<file path="src/core/rpmc_pkg.sv">
// Constants and types shared by the reset and power mode controller
package rpmc_pkg;

   // ********************************************************
   // Register map
   // ********************************************************
   localparam int unsigned ADR_W = 5;
   localparam logic [4:0] ADDR_CTRL = 5'h00;
   localparam logic [4:0] ADDR_SRC = 5'h04;
   localparam logic [4:0] ADDR_DIV = 5'h08;
   localparam logic [4:0] ADDR_STAT = 5'h0C;

   // ********************************************************
   // Control register fields
   // ********************************************************
   localparam int unsigned CTRL_W = 10;
   localparam int unsigned CTL_BO_EN = 0;
   localparam int unsigned CTL_BOIRQ = 1;
   localparam int unsigned CTL_SWRST = 2;
   localparam int unsigned CTL_MODE_LO = 3;
   localparam int unsigned CTL_PIN_EN = 5;
   localparam int unsigned CTL_RCSEL = 6;
   localparam int unsigned CTL_RTCEN = 7;
   localparam int unsigned CTL_CMPPD = 8;
   localparam int unsigned CTL_BRKEN = 9;
   localparam logic [9:0] CTRL_RST = 10'h021;
   localparam logic [9:0] CTRL_STORE_MASK = 10'h3E3;
   localparam logic [1:0] REQ_IDLE = 2'h1;
   localparam logic [1:0] REQ_PD = 2'h2;
   localparam logic [1:0] REQ_TPD = 2'h3;

   // ********************************************************
   // Reset source register fields
   // ********************************************************
   localparam int unsigned SRC_W = 6;
   localparam int unsigned SRC_EXT = 0;
   localparam int unsigned SRC_PWR_ON = 1;
   localparam int unsigned SRC_BROWN = 2;
   localparam int unsigned SRC_WDT = 3;
   localparam int unsigned SRC_SW = 4;
   localparam int unsigned SRC_BRK = 5;
   localparam logic [5:0] SRC_POR_VAL = 6'h06;

   // ********************************************************
   // Divider and timing
   // ********************************************************
   localparam int unsigned DIV_W = 8;
   localparam logic [3:0] BRK_BITS = 4'hB;
   localparam int unsigned RST_HOLD_DEF = 16;
   localparam int unsigned WAKE_RC_DEF = 64;
   localparam int unsigned WAKE_XTAL_DEF = 1024;

   // ********************************************************
   // Operating modes
   // ********************************************************
   typedef enum logic [2:0] {
      RPMC_RUN = 3'b000,
      RPMC_IDLE = 3'b001,
      RPMC_PD = 3'b010,
      RPMC_TPD = 3'b011,
      RPMC_WAKE = 3'b100
   } rpmc_mode_t;

endpackage

</file>
<file path="src/core/rpmc_top.sv">
// Reset gathering, reset source flags, clock divider and low-power mode control
`timescale 1ns/1ps
`default_nettype none

module rpmc_top #(
   parameter int unsigned RST_HOLD = rpmc_pkg::RST_HOLD_DEF,
   parameter int unsigned WAKE_RC = rpmc_pkg::WAKE_RC_DEF,
   parameter int unsigned WAKE_XTAL = rpmc_pkg::WAKE_XTAL_DEF
) (
   input wire logic clk,
   input wire logic rst_n,
   input wire logic ce,
   input wire logic wb_cyc_i,
   input wire logic wb_stb_i,
   input wire logic wb_we_i,
   input wire logic [rpmc_pkg::ADR_W-1:0] wb_adr_i,
   input wire logic [3:0] wb_sel_i,
   input wire logic [31:0] wb_dat_i,
   output logic [31:0] wb_dat_o,
   output logic wb_ack_o,
   input wire logic por_detect,
   input wire logic bo_level,
   input wire logic wdt_reset_req,
   input wire logic uart_rx,
   input wire logic uart_bit_tick,
   input wire logic rst_pin_in,
   input wire logic irq_pending,
   input wire logic wake_irq,
   output logic core_rst_n,
   output logic core_clk_en,
   output logic periph_clk_en,
   output logic osc_en,
   output logic rc_osc_en,
   output logic bod_power_en,
   output logic cmp_power_en,
   output logic bo_irq,
   output logic pin_gpio_in
);
   import rpmc_pkg::*;

   // ********************************************************
   // State
   // ********************************************************
   localparam int unsigned WK_W = 16;
   localparam logic [WK_W-1:0] WAKE_RC_CNT = WK_W'(WAKE_RC);
   localparam logic [WK_W-1:0] WAKE_XTAL_CNT = WK_W'(WAKE_XTAL);
   localparam logic [7:0] HOLD_CNT = 8'(RST_HOLD);

   typedef struct packed {
      logic [CTRL_W-1:0] ctrl;
      logic [SRC_W-1:0] src;
      logic [DIV_W-1:0] div_set;
      logic [DIV_W-1:0] div_act;
      logic [8:0] div_cnt;
      logic core_tick;
      rpmc_mode_t mode;
      logic [WK_W-1:0] wake_cnt;
      logic [7:0] hold_cnt;
      logic powerup;
      logic [3:0] brk_cnt;
      logic brk_armed;
      logic ack;
      logic [31:0] rdat;
   } rpmc_state_t;

   rpmc_state_t s_ff;
   rpmc_state_t nxt_s;

   logic hit;
   logic wr;
   logic [31:0] bmask;
   logic [31:0] rd;
   logic pin_rst;
   logic bo_active;
   logic bo_rst;
   logic sw_rst;
   logic brk_rst;
   logic any_rst;
   logic [SRC_W-1:0] src_clr;
   logic [1:0] mode_req;

   // Core clock period minus one for a divider setting: 0 means divide by 1
   function automatic logic [8:0] rpmc_ratio_m1(input logic [DIV_W-1:0] n);
      logic [8:0] r;
      r = (n == 8'h00) ? 9'h000 : ({n, 1'b0} - 9'h001);
      return r;
   endfunction

   // Byte lane select to a bit mask
   function automatic logic [31:0] rpmc_bmask(input logic [3:0] sel);
      logic [31:0] m;
      m = {{8{sel[3]}}, {8{sel[2]}}, {8{sel[1]}}, {8{sel[0]}}};
      return m;
   endfunction

   // ********************************************************
   // Next state
   // ********************************************************
   always_comb begin
      nxt_s = s_ff;
      hit = wb_cyc_i && wb_stb_i;
      wr = hit && wb_we_i && s_ff.ack;
      bmask = rpmc_bmask(wb_sel_i);
      rd = 32'h0000_0000;
      src_clr = 6'h00;
      mode_req = 2'h0;
      sw_rst = 1'b0;

      // Register read, latched so data stands with ack
      if (wb_adr_i == ADDR_CTRL) begin
         rd = {22'h00_0000, s_ff.ctrl};
      end else if (wb_adr_i == ADDR_SRC) begin
         rd = {26'h000_0000, s_ff.src};
      end else if (wb_adr_i == ADDR_DIV) begin
         rd = {24'h00_0000, s_ff.div_set};
      end else if (wb_adr_i == ADDR_STAT) begin
         rd = {27'h000_0000, s_ff.powerup, (s_ff.hold_cnt != 8'h00), s_ff.mode};
      end
      nxt_s.ack = hit && !s_ff.ack;
      if (hit && !s_ff.ack) begin
         nxt_s.rdat = rd;
      end

      // Register writes take effect at the acknowledging edge
      if (wr && wb_adr_i == ADDR_CTRL) begin
         nxt_s.ctrl = ((s_ff.ctrl & ~bmask[9:0]) | (wb_dat_i[9:0] & bmask[9:0])) & CTRL_STORE_MASK;
         sw_rst = wb_sel_i[0] && wb_dat_i[CTL_SWRST];
         mode_req = wb_sel_i[0] ? wb_dat_i[CTL_MODE_LO +: 2] : 2'h0;
      end else if (wr && wb_adr_i == ADDR_SRC) begin
         src_clr = bmask[5:0] & ~wb_dat_i[5:0];
      end else if (wr && wb_adr_i == ADDR_DIV && wb_sel_i[0]) begin
         nxt_s.div_set = wb_dat_i[7:0];
      end

      // Reset sources
      pin_rst = !rst_pin_in && (s_ff.ctrl[CTL_PIN_EN] || s_ff.powerup);
      bo_active = s_ff.ctrl[CTL_BO_EN] && bo_level && (s_ff.mode != RPMC_TPD);
      bo_rst = bo_active && !s_ff.ctrl[CTL_BOIRQ];
      brk_rst = s_ff.ctrl[CTL_BRKEN] && s_ff.brk_armed && uart_bit_tick && !uart_rx
         && (s_ff.brk_cnt == BRK_BITS - 4'h1);
      any_rst = por_detect || pin_rst || bo_rst || wdt_reset_req || sw_rst || brk_rst;

      // Break detector: count low bit samples, rearm once the line goes high
      if (uart_bit_tick) begin
         if (uart_rx) begin
            nxt_s.brk_cnt = 4'h0;
            nxt_s.brk_armed = 1'b1;
         end else if (brk_rst) begin
            nxt_s.brk_cnt = 4'h0;
            nxt_s.brk_armed = 1'b0;
         end else if (s_ff.brk_armed) begin
            nxt_s.brk_cnt = s_ff.brk_cnt + 4'h1;
         end
      end

      // Reset source flags: a set in the same cycle beats a clear
      nxt_s.src = s_ff.src & ~src_clr;
      if (pin_rst) nxt_s.src[SRC_EXT] = 1'b1;
      if (bo_active) nxt_s.src[SRC_BROWN] = 1'b1;
      if (wdt_reset_req) nxt_s.src[SRC_WDT] = 1'b1;
      if (sw_rst) nxt_s.src[SRC_SW] = 1'b1;
      if (brk_rst) nxt_s.src[SRC_BRK] = 1'b1;
      if (por_detect) begin
         nxt_s.src = SRC_POR_VAL;
         nxt_s.ctrl = CTRL_RST;
         nxt_s.powerup = 1'b1;
      end

      // Core reset stretch; the power-up window closes with it
      if (any_rst) begin
         nxt_s.hold_cnt = HOLD_CNT;
      end else if (s_ff.hold_cnt != 8'h00) begin
         nxt_s.hold_cnt = s_ff.hold_cnt - 8'h01;
      end else begin
         nxt_s.powerup = 1'b0;
      end

      // Clock divider: new setting loaded only at a tick boundary
      nxt_s.core_tick = 1'b0;
      if (s_ff.div_cnt == 9'h000) begin
         nxt_s.core_tick = 1'b1;
         nxt_s.div_act = s_ff.div_set;
         nxt_s.div_cnt = rpmc_ratio_m1(s_ff.div_set);
      end else begin
         nxt_s.div_cnt = s_ff.div_cnt - 9'h001;
      end

      // Power mode sequencing
      if (any_rst) begin
         if (s_ff.mode == RPMC_PD || s_ff.mode == RPMC_TPD) begin
            nxt_s.mode = RPMC_WAKE;
            nxt_s.wake_cnt = s_ff.ctrl[CTL_RCSEL] ? WAKE_RC_CNT : WAKE_XTAL_CNT;
         end else if (s_ff.mode == RPMC_IDLE) begin
            nxt_s.mode = RPMC_RUN;
         end
      end else begin
         case (s_ff.mode)
            RPMC_RUN: begin
               if (mode_req == REQ_IDLE) begin
                  nxt_s.mode = RPMC_IDLE;
               end else if (mode_req == REQ_PD) begin
                  nxt_s.mode = RPMC_PD;
               end else if (mode_req == REQ_TPD) begin
                  nxt_s.mode = RPMC_TPD;
               end
            end
            RPMC_IDLE: begin
               if (irq_pending) nxt_s.mode = RPMC_RUN;
            end
            RPMC_PD, RPMC_TPD: begin
               if (wake_irq) begin
                  nxt_s.mode = RPMC_WAKE;
                  nxt_s.wake_cnt = s_ff.ctrl[CTL_RCSEL] ? WAKE_RC_CNT : WAKE_XTAL_CNT;
               end
            end
            RPMC_WAKE: begin
               if (s_ff.wake_cnt == 16'h0000) begin
                  nxt_s.mode = RPMC_RUN;
               end else begin
                  nxt_s.wake_cnt = s_ff.wake_cnt - 16'h0001;
               end
            end
            default: begin
               nxt_s.mode = RPMC_RUN;
            end
         endcase
      end
   end

   // ********************************************************
   // Registers
   // ********************************************************
   always_ff @(posedge clk) begin
      if (!rst_n) begin
         s_ff.ctrl <= CTRL_RST;
         s_ff.src <= SRC_POR_VAL;
         s_ff.div_set <= 8'h00;
         s_ff.div_act <= 8'h00;
         s_ff.div_cnt <= 9'h000;
         s_ff.core_tick <= 1'b0;
         s_ff.mode <= RPMC_RUN;
         s_ff.wake_cnt <= 16'h0000;
         s_ff.hold_cnt <= HOLD_CNT;
         s_ff.powerup <= 1'b1;
         s_ff.brk_cnt <= 4'h0;
         s_ff.brk_armed <= 1'b0;
         s_ff.ack <= 1'b0;
         s_ff.rdat <= 32'h0000_0000;
      end else if (ce) begin
         s_ff <= nxt_s;
      end
   end

   // ********************************************************
   // Outputs
   // ********************************************************
   assign wb_dat_o = s_ff.rdat;
   assign wb_ack_o = s_ff.ack;
   assign core_rst_n = (s_ff.hold_cnt == 8'h00);
   assign core_clk_en = s_ff.core_tick && (s_ff.mode == RPMC_RUN) && core_rst_n;
   assign periph_clk_en = (s_ff.mode == RPMC_RUN) || (s_ff.mode == RPMC_IDLE);
   assign osc_en = (s_ff.mode != RPMC_PD) && (s_ff.mode != RPMC_TPD);
   assign rc_osc_en = osc_en || (s_ff.ctrl[CTL_RCSEL] && s_ff.ctrl[CTL_RTCEN]);
   assign bod_power_en = s_ff.ctrl[CTL_BO_EN] && (s_ff.mode != RPMC_TPD);
   assign cmp_power_en = !s_ff.ctrl[CTL_CMPPD] && (s_ff.mode != RPMC_TPD);
   assign bo_irq = s_ff.ctrl[CTL_BO_EN] && s_ff.ctrl[CTL_BOIRQ] && bo_level && (s_ff.mode != RPMC_TPD);
   assign pin_gpio_in = (s_ff.ctrl[CTL_PIN_EN] || s_ff.powerup) ? 1'b1 : rst_pin_in;
endmodule

`default_nettype wire

</file>
<file path="config.mk">
export PLATFORM = sky130hd
export DESIGN_NAME = rpmc_top
export DESIGN_NICKNAME = d
export VERILOG_FILES = /design/src/core/rpmc_pkg.sv /design/src/core/rpmc_top.sv
export SDC_FILE = /design/constraint.sdc
export NUM_CORES = 1
export LEC_CHECK = 0
export BUFFER_PORTS_ARGS = -buffer_cell sky130_fd_sc_hd__buf_4
export CORE_ASPECT_RATIO = 1.1
export CORE_MARGIN = 3
export CORE_UTILIZATION = 39
export CTS_BUF_LIST = sky130_fd_sc_hd__clkbuf_8 sky130_fd_sc_hd__clkbuf_16
export DETAILED_ROUTE_END_ITERATION = 6
export HOLD_SLACK_MARGIN = 0.02
export SYNTH_ARGS = -nofsm -noshare
export SYNTH_HDL_FRONTEND = slang
export SYNTH_SLANG_ARGS = --single-unit
</file>
<file path="constraint.sdc">
create_clock -name clk -period 5.3 [get_ports clk]
set_input_delay 0.265 -clock clk [delete_from_list [all_inputs] [get_ports clk]]
set_output_delay 0.265 -clock clk [all_outputs]
set_load 0.02 [all_outputs]
</file>
==> flow_summary_export.csv <==
group,metric,value,unit
sta,tightestPinTransition,1.102,ns
synthesis,netlist_area,4433,µm²
worst_setup_path,required,5.53,ns
sta,clock.fmax,0.3375,GHz
worst_setup_path,cp-start-kind,"flop",
placed_design,dp_cells,703,
clock_network,clk_pin_slew,0.06,ns
worst_setup_path,cp_max_fo,24,
drt,firstDrtPassIters,5,
synthesis,yosysSeqAreaShare,0.3387,
clock_network,cts_setup_buffers,0,
floorplanning,num_rows,40,
global_routing,overflow,0,
flow_run,drv_cap,0,
synthesis,synth.largest_area_cell,"dfxtp_1",
finish,area_delta_synth_final,15.61,%
sta,final_max_slew_viol_count,0,
synthesis,yosysWarnings,0,
placed_design,portBuffers,50,
clock_network,clock_latency,0.34,ns
sta,finalHoldViolCount,0,
sta,max_slew_margin,0.2653,
finish,finish.utilization,0.4655,
global_routing,grt_pass1_vias,3895,
synthesis,synth_edf_count,0,
placed_design,finalWeightedCongestion,0.8861,
outcome,outcome,"complete, no violations",
worst_setup_path,critical_path_class,"reg -> reg",
min_path,min_path_type,"in -> reg",
global_routing,track_usage,0.1885,
clock_network,cts_made_buffers,9,
sta,fin_tns_setup,0,ns
synthesis,yosys.area.top_type_share,0.3387,
finish,final_cells,719,
synthesis,synth.most_common_cell,"dfxtp_1",
sta,setup_viol,0,
floorplanning,initial_core_util,0.4026,
drt,drtIter0Drc,238,
finish,drive_above_1_share,0.1731,
sta,skew,0.004299,ns
synthesis,synthTopCellsByCount,"dfxtp_1 (75), nor2_1 (65), nand2_1 (54)",
synthesis,netlist_instances,542,
finish,area.sequential,1501,µm²
worst_setup_path,cpPeakStageDelay,0.82,ns
placed_design,place_hpwl,8336,µm
clock_network,clock_path_buffers,2,
power,p_per_area,319.3,nW/µm²
synthesis,avgSynthCellArea,8.179,µm²
synthesis,yosys-top-cells-area,"dfxtp_1 (34%), nor2_1 (5.5%), buf_4 (5.4%), nand2_1 (4.6%), mux2i_1 (4.5%)",
floorplanning,die_x,107.7,µm
sta,period_needed,2.963,ns
clock_network,cts-hold-fix-buffers,0,
synthesis,synthArstFlopShare,0,
worst_setup_path,r2r_setup_slack,2.34,ns
finish,multi_input_area,2592,µm²
drt,avgRoutedWirePerCell,16.42,µm
floorplanning,die_h,117.8,µm
drt,routed_wl,11800,µm
power,peakVddDrop,199.7,µV
power,power.leakage,2.062,nW
worst_setup_path,worstSetupEndpointType,"flop",
worst_setup_path,path_cells,"inv_1, ha_1, nand4b_1, o311ai_4, a211oi_4, o2bb2ai_1, a31oi_1, a31o_2",
sta,finalWorstSetupSlack,2.337,ns
clock_network,cts_tree,"built",
drt,num_vias,4031,
drt,postRouteAntennaNets,0,
floorplanning,dieArea,12680,µm²
sta,rsz0062_at_grt,"false",
synthesis,ys_seq_elements,75,
placed_design,post-place-ws,2.324,ns
finish,nets,629,
sta,post-route-period-util,0.5591,
floorplanning,io_pins,97,
finish,fillers,1158,
drt,drc,0,
global_routing,grt_max_degree,49,
synthesis,synth.distinct_cells,73,
global_routing,grt_antenna_before_repair,0,
clock_network,cts-root-buf,"clkbuf_16",
floorplanning,core,11010,µm²
worst_setup_path,cp_slowest_cell,"a211oi_4",
drt,via_per_inst,5.606,
clock_network,cts_resized,0,
global_routing,grt_first_pass_wirelength,19330,µm
clock_network,htreeDepth,3,
clock_network,clock_sinks,75,
finish,antenna_cells,0,
synthesis,ys.flop_type,"dfxtp_1",
worst_setup_path,arrival,3.20,ns
==> kinds of logic after synthesis <==
logic type / count (synthesis) / share of synthesized area
AOI/OAI and AO/OA: 138 / 0.2351
adders and majority gates: 7 / 0.01976
xor gates and xnor gates: 15 / 0.02964
and+or+nand+nor: 206 / 0.2300
DFF: 75 / 0.3387
other: 1 / 0.0008459
muxes: 22 / 0.05024
buffers and inverters: 78 / 0.09568
==> placed cells by master, fill, tap and decap left out, types with 19 or more instances in the layout <==
cell type,netlist,routed
nand2_1,54,54
conb_1,1,22
mux2i_1,20,20
nor2_1,65,65
nor3_1,21,21
dfxtp_1,75,75
inv_1,19,19
o21ai_0,24,24
a21oi_1,28,28
buf_4,32,51
==> report_power, final <==
group / total (mW) / switching (mW) / internal (mW)
Clock: 0.806 / 0.251 / 0.555
Sequential: 0.606 / 0.0222 / 0.584
Combinational: 0.224 / 0.134 / 0.0903
Total: 1.64 / 0.407 / 1.23
==> path summary, 6_finish.rpt <==
check               from          end  cells after the start
min          wb_dat_i[9]    s_ff[107]                      3
max             s_ff[34]     s_ff[53]                      8
min reg2reg  wb_dat_o[9]  wb_dat_o[9]                      2
max reg2reg     s_ff[34]     s_ff[53]                      8
==> layout make-up <==
class | instances | share of cell area
inverter | 20 | 0.01465
clock buffer | 9 | 0.04395
tap | 147 | 0.03589
timing repair buffer | 51 | 0.07471
multi-input combinational | 410 | 0.5059
clock inverter | 7 | 0.03198
sequential | 75 | 0.2930
==> layer usage <==
metal  vias up  routed length [µm]  part of all wire  GRT usage
met1      1944                5278              0.45     0.2468
met2        96                5892              0.50     0.3103
met3        19                 409             0.035    0.03401
li1       1972                   -                 -          -
met5         -                   0                 0          0
met4         0                 223             0.019    0.06393
==> per-stage QoR <==
step	cell area, µm²	power, mW	hold slack (ns)
finish	5125	1.636	0.1600
global route	5125	1.700	0.1722
CTS	5125	1.645	0.1545
detailed placement	4736	0.8396	0.4459
global placement	4736	0.8356	0.4456
floorplan	4512	0.7908	0.3893
==> critical path: cells and delay by family (launching register included) <==
kind / cells / cell delay (ns)
flops: 1 / 0.39
simple gates: 1 / 0.16
compound gates: 5 / 2.04
fa+ha+maj: 1 / 0.19
buf+inv: 1 / 0.06
==> flip-flops by register name (all words and copies together) (netlist names) <==
name / cells
wb_dat_o: 10
s_ff: 64
wb_ack_o: 1
No activity file was read; power rests on OpenSTA's default activity.
